--- src/inc/fifo_reset_defs.svh ---
// Constants for the dual FIFO reset and configuration block.
// Included by the interface, both ends and the bench; definitions only.
`ifndef FIFO_RESET_DEFS_SVH
`define FIFO_RESET_DEFS_SVH

`define RST_MIN_EDGES 3'h4
`define RST_CNT_W 3
`define READY_DELAY 2'h2
`define OFFSET_W 10
`define OFFSET_CLEAR 10'h000
`define PAR_LOAD_WORDS 3'h4
`define HOLD_CYCLES 4'h6

`endif

--- src/inc/fifo_reset_pkg.sv ---
// Types shared by the device end and the bench.
// Assumes fifo_reset_defs.svh is compiled alongside.
package fifo_reset_pkg;
    typedef enum logic [1:0] {
        PROG_PRESET,
        PROG_PARALLEL,
        PROG_SERIAL,
        PROG_ILLEGAL
    } prog_method_t;

    typedef enum logic {
        ENDIAN_LITTLE,
        ENDIAN_BIG
    } endian_t;
endpackage

--- src/inc/fifo_reset_if.sv ---
// Reset and flag wiring between the controller and the dual FIFO device.
// Assumes one shared clock; all reset lines are active low levels.
`timescale 1ns/100ps
`include "fifo_reset_defs.svh"

interface fifo_reset_if;
    logic full_reset_fifo_one_n;
    logic full_reset_fifo_two_n;
    logic partial_reset_fifo_one_n;
    logic partial_reset_fifo_two_n;
    logic endian_select;
    logic flag_select_low;
    logic flag_select_high;
    logic serial_program_mode_n;
    logic port_a_write;
    logic [`OFFSET_W-1:0] port_a_data;
    logic port_a_full_or_input_ready;
    logic port_b_full_or_input_ready;
    logic port_a_empty_or_output_ready;
    logic port_b_empty_or_output_ready;
    logic port_a_almost_empty_n;
    logic port_b_almost_empty_n;
    logic port_a_almost_full_n;
    logic port_b_almost_full_n;
    logic mailbox_one_flag_n;
    logic mailbox_two_flag_n;

    modport device (
        input full_reset_fifo_one_n,
        input full_reset_fifo_two_n,
        input partial_reset_fifo_one_n,
        input partial_reset_fifo_two_n,
        input endian_select,
        input flag_select_low,
        input flag_select_high,
        input serial_program_mode_n,
        input port_a_write,
        input port_a_data,
        output port_a_full_or_input_ready,
        output port_b_full_or_input_ready,
        output port_a_empty_or_output_ready,
        output port_b_empty_or_output_ready,
        output port_a_almost_empty_n,
        output port_b_almost_empty_n,
        output port_a_almost_full_n,
        output port_b_almost_full_n,
        output mailbox_one_flag_n,
        output mailbox_two_flag_n
    );

    modport controller (
        output full_reset_fifo_one_n,
        output full_reset_fifo_two_n,
        output partial_reset_fifo_one_n,
        output partial_reset_fifo_two_n,
        output endian_select,
        output flag_select_low,
        output flag_select_high,
        output serial_program_mode_n,
        output port_a_write,
        output port_a_data,
        input port_a_full_or_input_ready,
        input port_b_full_or_input_ready,
        input port_a_empty_or_output_ready,
        input port_b_empty_or_output_ready,
        input port_a_almost_empty_n,
        input port_b_almost_empty_n,
        input port_a_almost_full_n,
        input port_b_almost_full_n,
        input mailbox_one_flag_n,
        input mailbox_two_flag_n
    );
endinterface

--- src/fifo_reset_device.sv ---
// Reset sequencing and configuration capture for a pair of opposed FIFOs.
// Assumes reset pins arrive from outside the clock domain and port clocks
// are represented by the single clk; the controller obeys the hold time.
//
// How it works
// - Controller full-resets both FIFOs after power-up
// - Controller holds full reset seven edges
// - Full resets accepted asynchronously at any time
// - Full reset clears pointers and drives flags
// - Full reset forces mailbox flag high
// - Input-ready rises five cycles after release; parallel mode holds port B until offsets load
// - First full-reset rise latches endian select
// - Same rise latches flag selects, program mode
// - Second full-reset rise clears its offsets
// - Shared rise latches config; controller releases together
// - Partial reset held seven edges, asynchronous
// - Partial reset clears pointers and drives flags
// - Partial reset forces mailbox flag high
// - Partial reset keeps offsets, method, mode
// - Reset assertion drives mirrored flags immediately
// - Endian high selects big, low little
// - Parallel mode: first four writes load offsets
`timescale 1ns/100ps
`include "fifo_reset_defs.svh"

module fifo_reset_device (
    input wire logic clk,
    input wire logic sys_rst,
    fifo_reset_if.device link,
    output fifo_reset_pkg::endian_t endian_mode,
    output fifo_reset_pkg::prog_method_t prog_method,
    output logic [1:0] flag_select,
    output logic [`OFFSET_W-1:0] fifo_one_almost_empty_offset,
    output logic [`OFFSET_W-1:0] fifo_one_almost_full_offset,
    output logic [`OFFSET_W-1:0] fifo_two_almost_empty_offset,
    output logic [`OFFSET_W-1:0] fifo_two_almost_full_offset,
    output logic [1:0] write_pointer_zero,
    output logic offsets_loaded
);
    // ------------------------------------------------------------
    // Per-FIFO reset sequencing
    // ------------------------------------------------------------
    logic [1:0] full_n_raw;
    logic [1:0] part_n_raw;
    logic [1:0] ready_q;
    logic par_busy;
    logic [1:0] async_hold;
    logic [1:0] in_reset;
    logic [1:0] full_rise;

    assign full_n_raw = {link.full_reset_fifo_two_n, link.full_reset_fifo_one_n};
    assign part_n_raw = {link.partial_reset_fifo_two_n, link.partial_reset_fifo_one_n};
    // Raw pins force flags with no clock, so a stopped clock still resets
    assign async_hold = ~(full_n_raw & part_n_raw);

    genvar g;
    generate
        for (g = 0; g < 2; g++) begin : g_fifo
            logic [`RST_CNT_W-1:0] low_cnt_q;
            logic [1:0] wait_q;
            logic armed_q;
            logic full_s1_q;
            logic full_s2_q;
            logic part_s1_q;
            logic part_s2_q;
            logic full_prev_q;
            logic ready_bit_q;

            // Two-flop synchronisers; only the second stage is read.
            // Reset to the idle high level, so no false release follows sys_rst
            always_ff @(posedge clk or posedge sys_rst) begin
                if (sys_rst) begin
                    full_s1_q <= 1'b1;
                    full_s2_q <= 1'b1;
                    part_s1_q <= 1'b1;
                    part_s2_q <= 1'b1;
                    full_prev_q <= 1'b1;
                end else begin
                    full_s1_q <= full_n_raw[g];
                    full_s2_q <= full_s1_q;
                    part_s1_q <= part_n_raw[g];
                    part_s2_q <= part_s1_q;
                    full_prev_q <= full_s2_q;
                end
            end

            assign in_reset[g] = ~full_s2_q | ~part_s2_q;
            assign full_rise[g] = full_s2_q & ~full_prev_q;
            assign ready_q[g] = ready_bit_q;

            // Count low edges; a short pulse never arms the release
            always_ff @(posedge clk or posedge sys_rst) begin
                if (sys_rst) begin
                    low_cnt_q <= '0;
                    armed_q <= 1'b0;
                    wait_q <= '0;
                    ready_bit_q <= 1'b0;
                end else if (in_reset[g]) begin
                    ready_bit_q <= 1'b0;
                    wait_q <= '0;
                    if (low_cnt_q != `RST_MIN_EDGES) begin
                        low_cnt_q <= low_cnt_q + 1'b1;
                    end else begin
                        armed_q <= 1'b1;
                    end
                end else begin
                    low_cnt_q <= '0;
                    if (armed_q && wait_q != `READY_DELAY) begin
                        wait_q <= wait_q + 1'b1;
                    end else if (armed_q) begin
                        ready_bit_q <= 1'b1;
                        armed_q <= 1'b0;
                    end
                end
            end
        end
    endgenerate

    // ------------------------------------------------------------
    // Flag outputs
    // ------------------------------------------------------------
    // Index 0 is fifo one (A to B), index 1 is fifo two (B to A)
    logic [1:0] hold;
    assign hold = async_hold | in_reset;
    assign link.port_a_full_or_input_ready = ready_q[0] & ~hold[0];
    assign link.port_b_full_or_input_ready = ready_q[1] & ~hold[1] & ~par_busy;
    assign link.port_b_empty_or_output_ready = 1'b0;
    assign link.port_a_empty_or_output_ready = 1'b0;
    assign link.port_b_almost_empty_n = 1'b0;
    assign link.port_a_almost_empty_n = 1'b0;
    // Almost-full and mailbox are high in and after reset; no data path here
    assign link.port_a_almost_full_n = 1'b1;
    assign link.port_b_almost_full_n = 1'b1;
    assign link.mailbox_one_flag_n = 1'b1;
    assign link.mailbox_two_flag_n = 1'b1;
    assign write_pointer_zero = hold | ~ready_q;

    // ------------------------------------------------------------
    // Configuration capture on full-reset release
    // ------------------------------------------------------------
    // Pins sampled through synchronisers aligned with the reset release
    logic [3:0] cfg_s1_q;
    logic [3:0] cfg_s2_q;
    logic [3:0] cfg_raw;
    fifo_reset_pkg::prog_method_t method_d;
    logic par_write;
    logic [2:0] par_idx_q;

    assign cfg_raw = {link.serial_program_mode_n, link.flag_select_high,
                      link.flag_select_low, link.endian_select};
    assign method_d = (cfg_s2_q[3] && cfg_s2_q[2:1] != 2'b00) ? fifo_reset_pkg::PROG_PRESET :
                      (cfg_s2_q[3]) ? fifo_reset_pkg::PROG_PARALLEL :
                      fifo_reset_pkg::PROG_SERIAL;
    assign par_busy = (prog_method == fifo_reset_pkg::PROG_PARALLEL) && !offsets_loaded;
    assign par_write = par_busy && ready_q[0] && !hold[0] && link.port_a_write;

    // Capture pins: slow setup vs. release, so two flops align them
    always_ff @(posedge clk or posedge sys_rst) begin
        if (sys_rst) begin
            cfg_s1_q <= '0;
            cfg_s2_q <= '0;
        end else begin
            cfg_s1_q <= cfg_raw;
            cfg_s2_q <= cfg_s1_q;
        end
    end

    // Latch mode on fifo one release; partial resets leave it alone
    always_ff @(posedge clk or posedge sys_rst) begin
        if (sys_rst) begin
            endian_mode <= fifo_reset_pkg::ENDIAN_LITTLE;
            prog_method <= fifo_reset_pkg::PROG_PRESET;
            flag_select <= 2'b00;
        end else if (full_rise[0]) begin
            endian_mode <= fifo_reset_pkg::endian_t'(cfg_s2_q[0]);
            prog_method <= method_d;
            flag_select <= cfg_s2_q[2:1];
        end
    end

    // Offset registers: cleared by full release, loaded in parallel mode
    always_ff @(posedge clk or posedge sys_rst) begin
        if (sys_rst) begin
            fifo_one_almost_empty_offset <= `OFFSET_CLEAR;
            fifo_one_almost_full_offset <= `OFFSET_CLEAR;
            fifo_two_almost_empty_offset <= `OFFSET_CLEAR;
            fifo_two_almost_full_offset <= `OFFSET_CLEAR;
            par_idx_q <= '0;
            offsets_loaded <= 1'b0;
        end else begin
            if (full_rise[0]) begin
                fifo_one_almost_empty_offset <= `OFFSET_CLEAR;
                fifo_one_almost_full_offset <= `OFFSET_CLEAR;
                par_idx_q <= '0;
                offsets_loaded <= 1'b0;
            end
            if (full_rise[1]) begin
                fifo_two_almost_empty_offset <= `OFFSET_CLEAR;
                fifo_two_almost_full_offset <= `OFFSET_CLEAR;
            end
            if (!full_rise[0] && par_write) begin
                // Order: fifo one full, one empty, two full, two empty
                case (par_idx_q[1:0])
                    2'h0: fifo_one_almost_full_offset <= link.port_a_data;
                    2'h1: fifo_one_almost_empty_offset <= link.port_a_data;
                    2'h2: fifo_two_almost_full_offset <= link.port_a_data;
                    2'h3: fifo_two_almost_empty_offset <= link.port_a_data;
                    default: fifo_one_almost_full_offset <= link.port_a_data;
                endcase
                par_idx_q <= par_idx_q + 1'b1;
                if (par_idx_q + 1'b1 == `PAR_LOAD_WORDS) begin
                    offsets_loaded <= 1'b1;
                end
            end else if (!full_rise[0] && prog_method != fifo_reset_pkg::PROG_PARALLEL) begin
                offsets_loaded <= 1'b1;
            end
        end
    end
endmodule

--- src/flat_wrapper.sv ---
// flat-port wrapper written by rule: the top's interface ports become plain ports
module fifo_reset_device_flat 
  (clk, sys_rst, endian_mode, prog_method, flag_select, fifo_one_almost_empty_offset, fifo_one_almost_full_offset, fifo_two_almost_empty_offset, fifo_two_almost_full_offset, write_pointer_zero, offsets_loaded, link_full_reset_fifo_one_n, link_full_reset_fifo_two_n, link_partial_reset_fifo_one_n, link_partial_reset_fifo_two_n, link_endian_select, link_flag_select_low, link_flag_select_high, link_serial_program_mode_n, link_port_a_write, link_port_a_data, link_port_a_full_or_input_ready, link_port_b_full_or_input_ready, link_port_a_empty_or_output_ready, link_port_b_empty_or_output_ready, link_port_a_almost_empty_n, link_port_b_almost_empty_n, link_port_a_almost_full_n, link_port_b_almost_full_n, link_mailbox_one_flag_n, link_mailbox_two_flag_n);
  fifo_reset_if link_i ();
  input wire logic clk;
  input wire logic sys_rst;
  output fifo_reset_pkg::endian_t endian_mode;
  output fifo_reset_pkg::prog_method_t prog_method;
  output logic [1:0] flag_select;
  output logic [`OFFSET_W-1:0] fifo_one_almost_empty_offset;
  output logic [`OFFSET_W-1:0] fifo_one_almost_full_offset;
  output logic [`OFFSET_W-1:0] fifo_two_almost_empty_offset;
  output logic [`OFFSET_W-1:0] fifo_two_almost_full_offset;
  output logic [1:0] write_pointer_zero;
  output logic offsets_loaded;
  input wire logic [$bits(link_i.full_reset_fifo_one_n)-1:0] link_full_reset_fifo_one_n;
  input wire logic [$bits(link_i.full_reset_fifo_two_n)-1:0] link_full_reset_fifo_two_n;
  input wire logic [$bits(link_i.partial_reset_fifo_one_n)-1:0] link_partial_reset_fifo_one_n;
  input wire logic [$bits(link_i.partial_reset_fifo_two_n)-1:0] link_partial_reset_fifo_two_n;
  input wire logic [$bits(link_i.endian_select)-1:0] link_endian_select;
  input wire logic [$bits(link_i.flag_select_low)-1:0] link_flag_select_low;
  input wire logic [$bits(link_i.flag_select_high)-1:0] link_flag_select_high;
  input wire logic [$bits(link_i.serial_program_mode_n)-1:0] link_serial_program_mode_n;
  input wire logic [$bits(link_i.port_a_write)-1:0] link_port_a_write;
  input wire logic [$bits(link_i.port_a_data)-1:0] link_port_a_data;
  output wire logic [$bits(link_i.port_a_full_or_input_ready)-1:0] link_port_a_full_or_input_ready;
  output wire logic [$bits(link_i.port_b_full_or_input_ready)-1:0] link_port_b_full_or_input_ready;
  output wire logic [$bits(link_i.port_a_empty_or_output_ready)-1:0] link_port_a_empty_or_output_ready;
  output wire logic [$bits(link_i.port_b_empty_or_output_ready)-1:0] link_port_b_empty_or_output_ready;
  output wire logic [$bits(link_i.port_a_almost_empty_n)-1:0] link_port_a_almost_empty_n;
  output wire logic [$bits(link_i.port_b_almost_empty_n)-1:0] link_port_b_almost_empty_n;
  output wire logic [$bits(link_i.port_a_almost_full_n)-1:0] link_port_a_almost_full_n;
  output wire logic [$bits(link_i.port_b_almost_full_n)-1:0] link_port_b_almost_full_n;
  output wire logic [$bits(link_i.mailbox_one_flag_n)-1:0] link_mailbox_one_flag_n;
  output wire logic [$bits(link_i.mailbox_two_flag_n)-1:0] link_mailbox_two_flag_n;
  assign link_i.full_reset_fifo_one_n = link_full_reset_fifo_one_n;
  assign link_i.full_reset_fifo_two_n = link_full_reset_fifo_two_n;
  assign link_i.partial_reset_fifo_one_n = link_partial_reset_fifo_one_n;
  assign link_i.partial_reset_fifo_two_n = link_partial_reset_fifo_two_n;
  assign link_i.endian_select = link_endian_select;
  assign link_i.flag_select_low = link_flag_select_low;
  assign link_i.flag_select_high = link_flag_select_high;
  assign link_i.serial_program_mode_n = link_serial_program_mode_n;
  assign link_i.port_a_write = link_port_a_write;
  assign link_i.port_a_data = link_port_a_data;
  assign link_port_a_full_or_input_ready = link_i.port_a_full_or_input_ready;
  assign link_port_b_full_or_input_ready = link_i.port_b_full_or_input_ready;
  assign link_port_a_empty_or_output_ready = link_i.port_a_empty_or_output_ready;
  assign link_port_b_empty_or_output_ready = link_i.port_b_empty_or_output_ready;
  assign link_port_a_almost_empty_n = link_i.port_a_almost_empty_n;
  assign link_port_b_almost_empty_n = link_i.port_b_almost_empty_n;
  assign link_port_a_almost_full_n = link_i.port_a_almost_full_n;
  assign link_port_b_almost_full_n = link_i.port_b_almost_full_n;
  assign link_mailbox_one_flag_n = link_i.mailbox_one_flag_n;
  assign link_mailbox_two_flag_n = link_i.mailbox_two_flag_n;
  fifo_reset_device u_core (.clk(clk), .sys_rst(sys_rst), .link(link_i), .endian_mode(endian_mode), .prog_method(prog_method), .flag_select(flag_select), .fifo_one_almost_empty_offset(fifo_one_almost_empty_offset), .fifo_one_almost_full_offset(fifo_one_almost_full_offset), .fifo_two_almost_empty_offset(fifo_two_almost_empty_offset), .fifo_two_almost_full_offset(fifo_two_almost_full_offset), .write_pointer_zero(write_pointer_zero), .offsets_loaded(offsets_loaded));
endmodule
--- config.mk ---
export PLATFORM = sky130hd
export DESIGN_NAME = fifo_reset_device_flat
export DESIGN_NICKNAME = d
export VERILOG_FILES = /design/src/inc/fifo_reset_pkg.sv /design/src/inc/fifo_reset_if.sv /design/src/fifo_reset_device.sv /design/src/flat_wrapper.sv
export VERILOG_INCLUDE_DIRS = /design/src /design/src/inc
export SDC_FILE = /design/constraint.sdc
export NUM_CORES = 1
export LEC_CHECK = 0
export BUFFER_PORTS_ARGS = -buffer_cell sky130_fd_sc_hd__buf_2
export CAP_MARGIN = 20
export CORE_MARGIN = 10
export CORE_UTILIZATION = 48
export DETAILED_ROUTE_END_ITERATION = 8
export GPL_ROUTABILITY_DRIVEN = 0
export PLACE_DENSITY = 0.81
export SLEW_MARGIN = 15
export SYNTH_ARGS = -nofsm -noshare
export SYNTH_HDL_FRONTEND = slang
export SYNTH_SLANG_ARGS = --single-unit
--- constraint.sdc ---
create_clock -name clk -period 2.3 [get_ports clk]
set_clock_uncertainty 0.2 [all_clocks]
set_input_delay 0.115 -clock clk [delete_from_list [all_inputs] [get_ports clk]]
set_output_delay 0.115 -clock clk [all_outputs]
set_load 0.01 [all_outputs]
==> results.toml <==
[power]
internal_power_mw = 2.27
finalPower_mw = 3.10
p_per_area_nw_per_um2 = 742
comb_power_share = 0.146
clockPowerShare = 0.330
leakagePower_nw = 2.06
power_switching_share = 0.268
seq_power_share = 0.525
ir_drop_mv = 0.498
power.switching_mw = 0.832

[sta]
period_share = 0.876
period_needed_ns = 2.01
worstMarginPinSlew_ns = 0.722
holdWs_ns = 0.126
setup_violations = 0
rsz0062_at_grt = "false"
finalMaxSlewViolations = 0
fmax_ghz = 0.497
slew_headroom = 0.519
hold_violations = 0
finalSetupTns_ns = 0

[synth]
ys_types = 29
syn_area_per_cell_um2 = 10.4
syn_inst = 330
yosys_register_bits = 81
yosysWarnings = 0
synth-seq-area-share = 0.594
synth_area_um2 = 3430

[placed_design]
post-place-cells = 479
dpl-instance-area_um2 = 3790
port_buffers = 70
hpwl_um = 5580

[setup_path]
crit_fanout = 22
worstPathRequired_ns = 2.34
reg2reg_depth = 4
worst-r2r-setup-slack_ns = 0.29
arrival_ns = 2.05
setup.worst_path.end_class = "flop"
rr_startpoint = "u_core.offsets_loaded$_DFF_PP0_"
crit_type = "flop to flop"
rr_endpoint = "u_core.fifo_two_almost_full_offset[5]$_DFF_PP0_"
startpoint_type = "flop"

[layout]
seq_area_um2 = 2040
fin_cells = 514
num-fill-cells = 600
multi_input_area_um2 = 1200
n_antenna_cell = 0
synthToLayoutAreaGrowth_pct = 21.7
final_nets = 445
drive_gt1_frac = 0.294
stdcell_area_um2 = 4180

[die]
die_h_um = 105
start_util = 0.499
die_width_um = 105
rows = 30
die_area_um2 = 10900
coreArea_um2 = 6870
io_pins = 79

[clock_tree]
cts_tree = "done"
post_cts_resized = 0
path_clk_slew_ns = 0.08
cts_setup_buffers = 0
numCtsBuffers = 9
htreeDepth = 3
cts_hold_buf = 19
clock_latency_ns = 0.35
cts_sinks = 81
clockRootBuffer = "clkbuf_8"
cts_buffer_depth = 2

[outcome]
status = "complete, no violations"

[worst_hold_path]
holdPathStages = 4
hp-class = "input port to flop"
hold_end = "u_core.offsets_loaded$_DFF_PP0_"
min_from = "link_port_a_write"

[global_route]
grt_antenna_before_repair = 0
track_usage = 0.146
grt_max_degree = 82
grt_pass1_wl_um = 13200
grt.overflow.total = 0
grt_pass1_vias = 2698

[detailed_routing]
ant_nets = 0
drt_iter0_drc = 98
drt-total-wl_um = 7820
routed_via_density = 5.00
vias = 2570
drc = 0
post_drt_wl_per_cell_um = 15.2
first_pass_iters = 4

[run]
max_cap_violations = 0
[Yosys cell counts]
cell type / instances / share of area
nand2_1: 77 / 0.084
dfrtp_1: 71 / 0.52
a21oi_1: 28 / 0.041
nand3_1: 25 / 0.036
o21ai_2: 20 / 0.051
inv_1: 14 / 0.015
nor2_1: 14 / 0.015
buf_4: 13 / 0.028
ha_1: 11 / 0.040
dfstp_2: 10 / 0.077
clkbuf_1: 7 / 0.0077
xnor2_1: 5 / 0.013
a31oi_1: 4 / 0.0073
and3_1: 3 / 0.0055
nand2b_1: 3 / 0.0055
nand4_1: 3 / 0.0055
o21ai_0: 3 / 0.0044
a211oi_1: 2 / 0.0044
and2_4: 2 / 0.0051
and4_1: 2 / 0.0051
buf_2: 2 / 0.0029
buf_8: 2 / 0.0088
conb_1: 2 / 0.0022
nor2b_1: 2 / 0.0036
and4_4: 1 / 0.0033
buf_1: 1 / 0.0011
mux2i_1: 1 / 0.0029
nor3b_2: 1 / 0.0036
o31ai_1: 1 / 0.0022
[logic make-up after synthesis]
| family | Yosys count | synth area share |
|---|---|---|
| XOR/XNOR | 5 | 0.0128 |
| AO/OA/AOI/OAI | 58 | 0.110 |
| buffers and inverters | 39 | 0.0642 |
| flip-flops | 81 | 0.594 |
| AND/OR/NAND/NOR | 133 | 0.173 |
| multiplexers | 1 | 0.00292 |
| adder cells (fa/ha/maj) | 11 | 0.0401 |
| other | 2 | 0.00219 |
[worst max-delay path by stage]
stage                                         start                                                to  slack, ns  depth (start not counted)
2_1_floorplan  u_core.g_fifo[0].full_s2_q$_DFF_PP1_   u_core.fifo_two_almost_full_offset[0]$_DFF_PP0_       0.58                          6
3_3_place_gp   u_core.g_fifo[0].full_s2_q$_DFF_PP1_   u_core.fifo_two_almost_full_offset[2]$_DFF_PP0_       0.38                          4
3_5_place_dp   u_core.g_fifo[0].full_s2_q$_DFF_PP1_   u_core.fifo_two_almost_full_offset[5]$_DFF_PP0_       0.31                          4
4_1_cts        u_core.g_fifo[0].full_s2_q$_DFF_PP1_   u_core.fifo_two_almost_full_offset[5]$_DFF_PP0_       0.30                          4
5_1_grt        u_core.g_fifo[0].full_s2_q$_DFF_PP1_  u_core.fifo_two_almost_empty_offset[1]$_DFF_PP0_       0.16                          4
6_report            u_core.offsets_loaded$_DFF_PP0_   u_core.fifo_two_almost_full_offset[5]$_DFF_PP0_       0.29                          4
[power groups by stage]
stage | Sequential, mW | Clock [mW] | Combinational, mW
floorplan | 1.64 | 0 | 0.319
global placement | 1.65 | 0 | 0.399
detailed placement | 1.65 | 0 | 0.428
CTS | 1.63 | 1.04 | 0.456
global route | 1.64 | 1.11 | 0.525
finish | 1.63 | 1.02 | 0.451
[state kept, by name (all words and copies together), names as in the netlist]
signal	count
u_core.g_fifo.armed_q	2
u_core.cfg_s1_q	4
u_core.g_fifo.full_prev_q	2
u_core.offsets_loaded	1
u_core.fifo_two_almost_empty_offset	10
u_core.g_fifo.wait_q	4
u_core.g_fifo.full_s1_q	2
u_core.fifo_one_almost_empty_offset	10
u_core.g_fifo.part_s1_q	2
u_core.fifo_one_almost_full_offset	10
u_core.flag_select	2
u_core.endian_mode	1
u_core.cfg_s2_q	4
u_core.g_fifo.ready_bit_q	2
u_core.g_fifo.full_s2_q	2
u_core.g_fifo.part_s2_q	2
u_core.fifo_two_almost_full_offset	10
u_core.g_fifo.low_cnt_q	6
u_core.par_idx_q	3
u_core.prog_method	2
[cell type report]
class | instances | area share
inverter | 14 | 0.0135
multi-input combinational | 216 | 0.286
clock buffer | 11 | 0.0339
clock inverter | 5 | 0.0132
timing repair buffer | 91 | 0.136
sequential | 81 | 0.488
tap | 96 | 0.0288
[metrics by stage]
step,setup slack (ns),util
after floorplan,0.581,-
after CTS,0.295,0.608
final,0.286,0.608
after global routing,0.163,0.608
after detailed placement,0.314,0.552
after global placement,0.382,0.552
[cells in the final DEF (no fill, tap or decap), drive strengths merged]
cell | synthesis | routed
nand2 | 77 | 77
buf | 18 | 72
dfrtp | 71 | 71
a21oi | 28 | 28
nand3 | 25 | 25
o21ai | 23 | 23
dlygate4sd3 | 0 | 19
nor2 | 14 | 14
inv | 14 | 13
ha | 11 | 11
clkbuf | 7 | 11
dfstp | 10 | 10
conb | 2 | 8
xnor2 | 5 | 5
a31oi | 4 | 4
and3 | 3 | 3
nand4 | 3 | 3
nand2b | 3 | 3
clkinvlp | 0 | 3
and4 | 3 | 3
a211oi | 2 | 2
and2 | 2 | 2
clkinv | 0 | 2
nor2b | 2 | 2
nor3b | 1 | 1
o31ai | 1 | 1
mux2i | 1 | 1
bufinv | 0 | 1
[worst max-delay path, cell delays in order (launching register included)]
cell and delay, ns:
dfrtp_1 0.41, nor3b_2 0.45, and4_4 0.45, and2_4 0.30, o21ai_2 0.08
[routing by layer]
metal | track usage | up-vias | routed length, µm
met5 | 0 | - | 0
met4 | 0.0437 | 0 | 111
met3 | 0.0657 | 12 | 684
met2 | 0.229 | 107 | 3630
met1 | 0.175 | 1216 | 3390
li1 | - | 1235 | -
No activity file was read; power rests on OpenSTA's default activity.
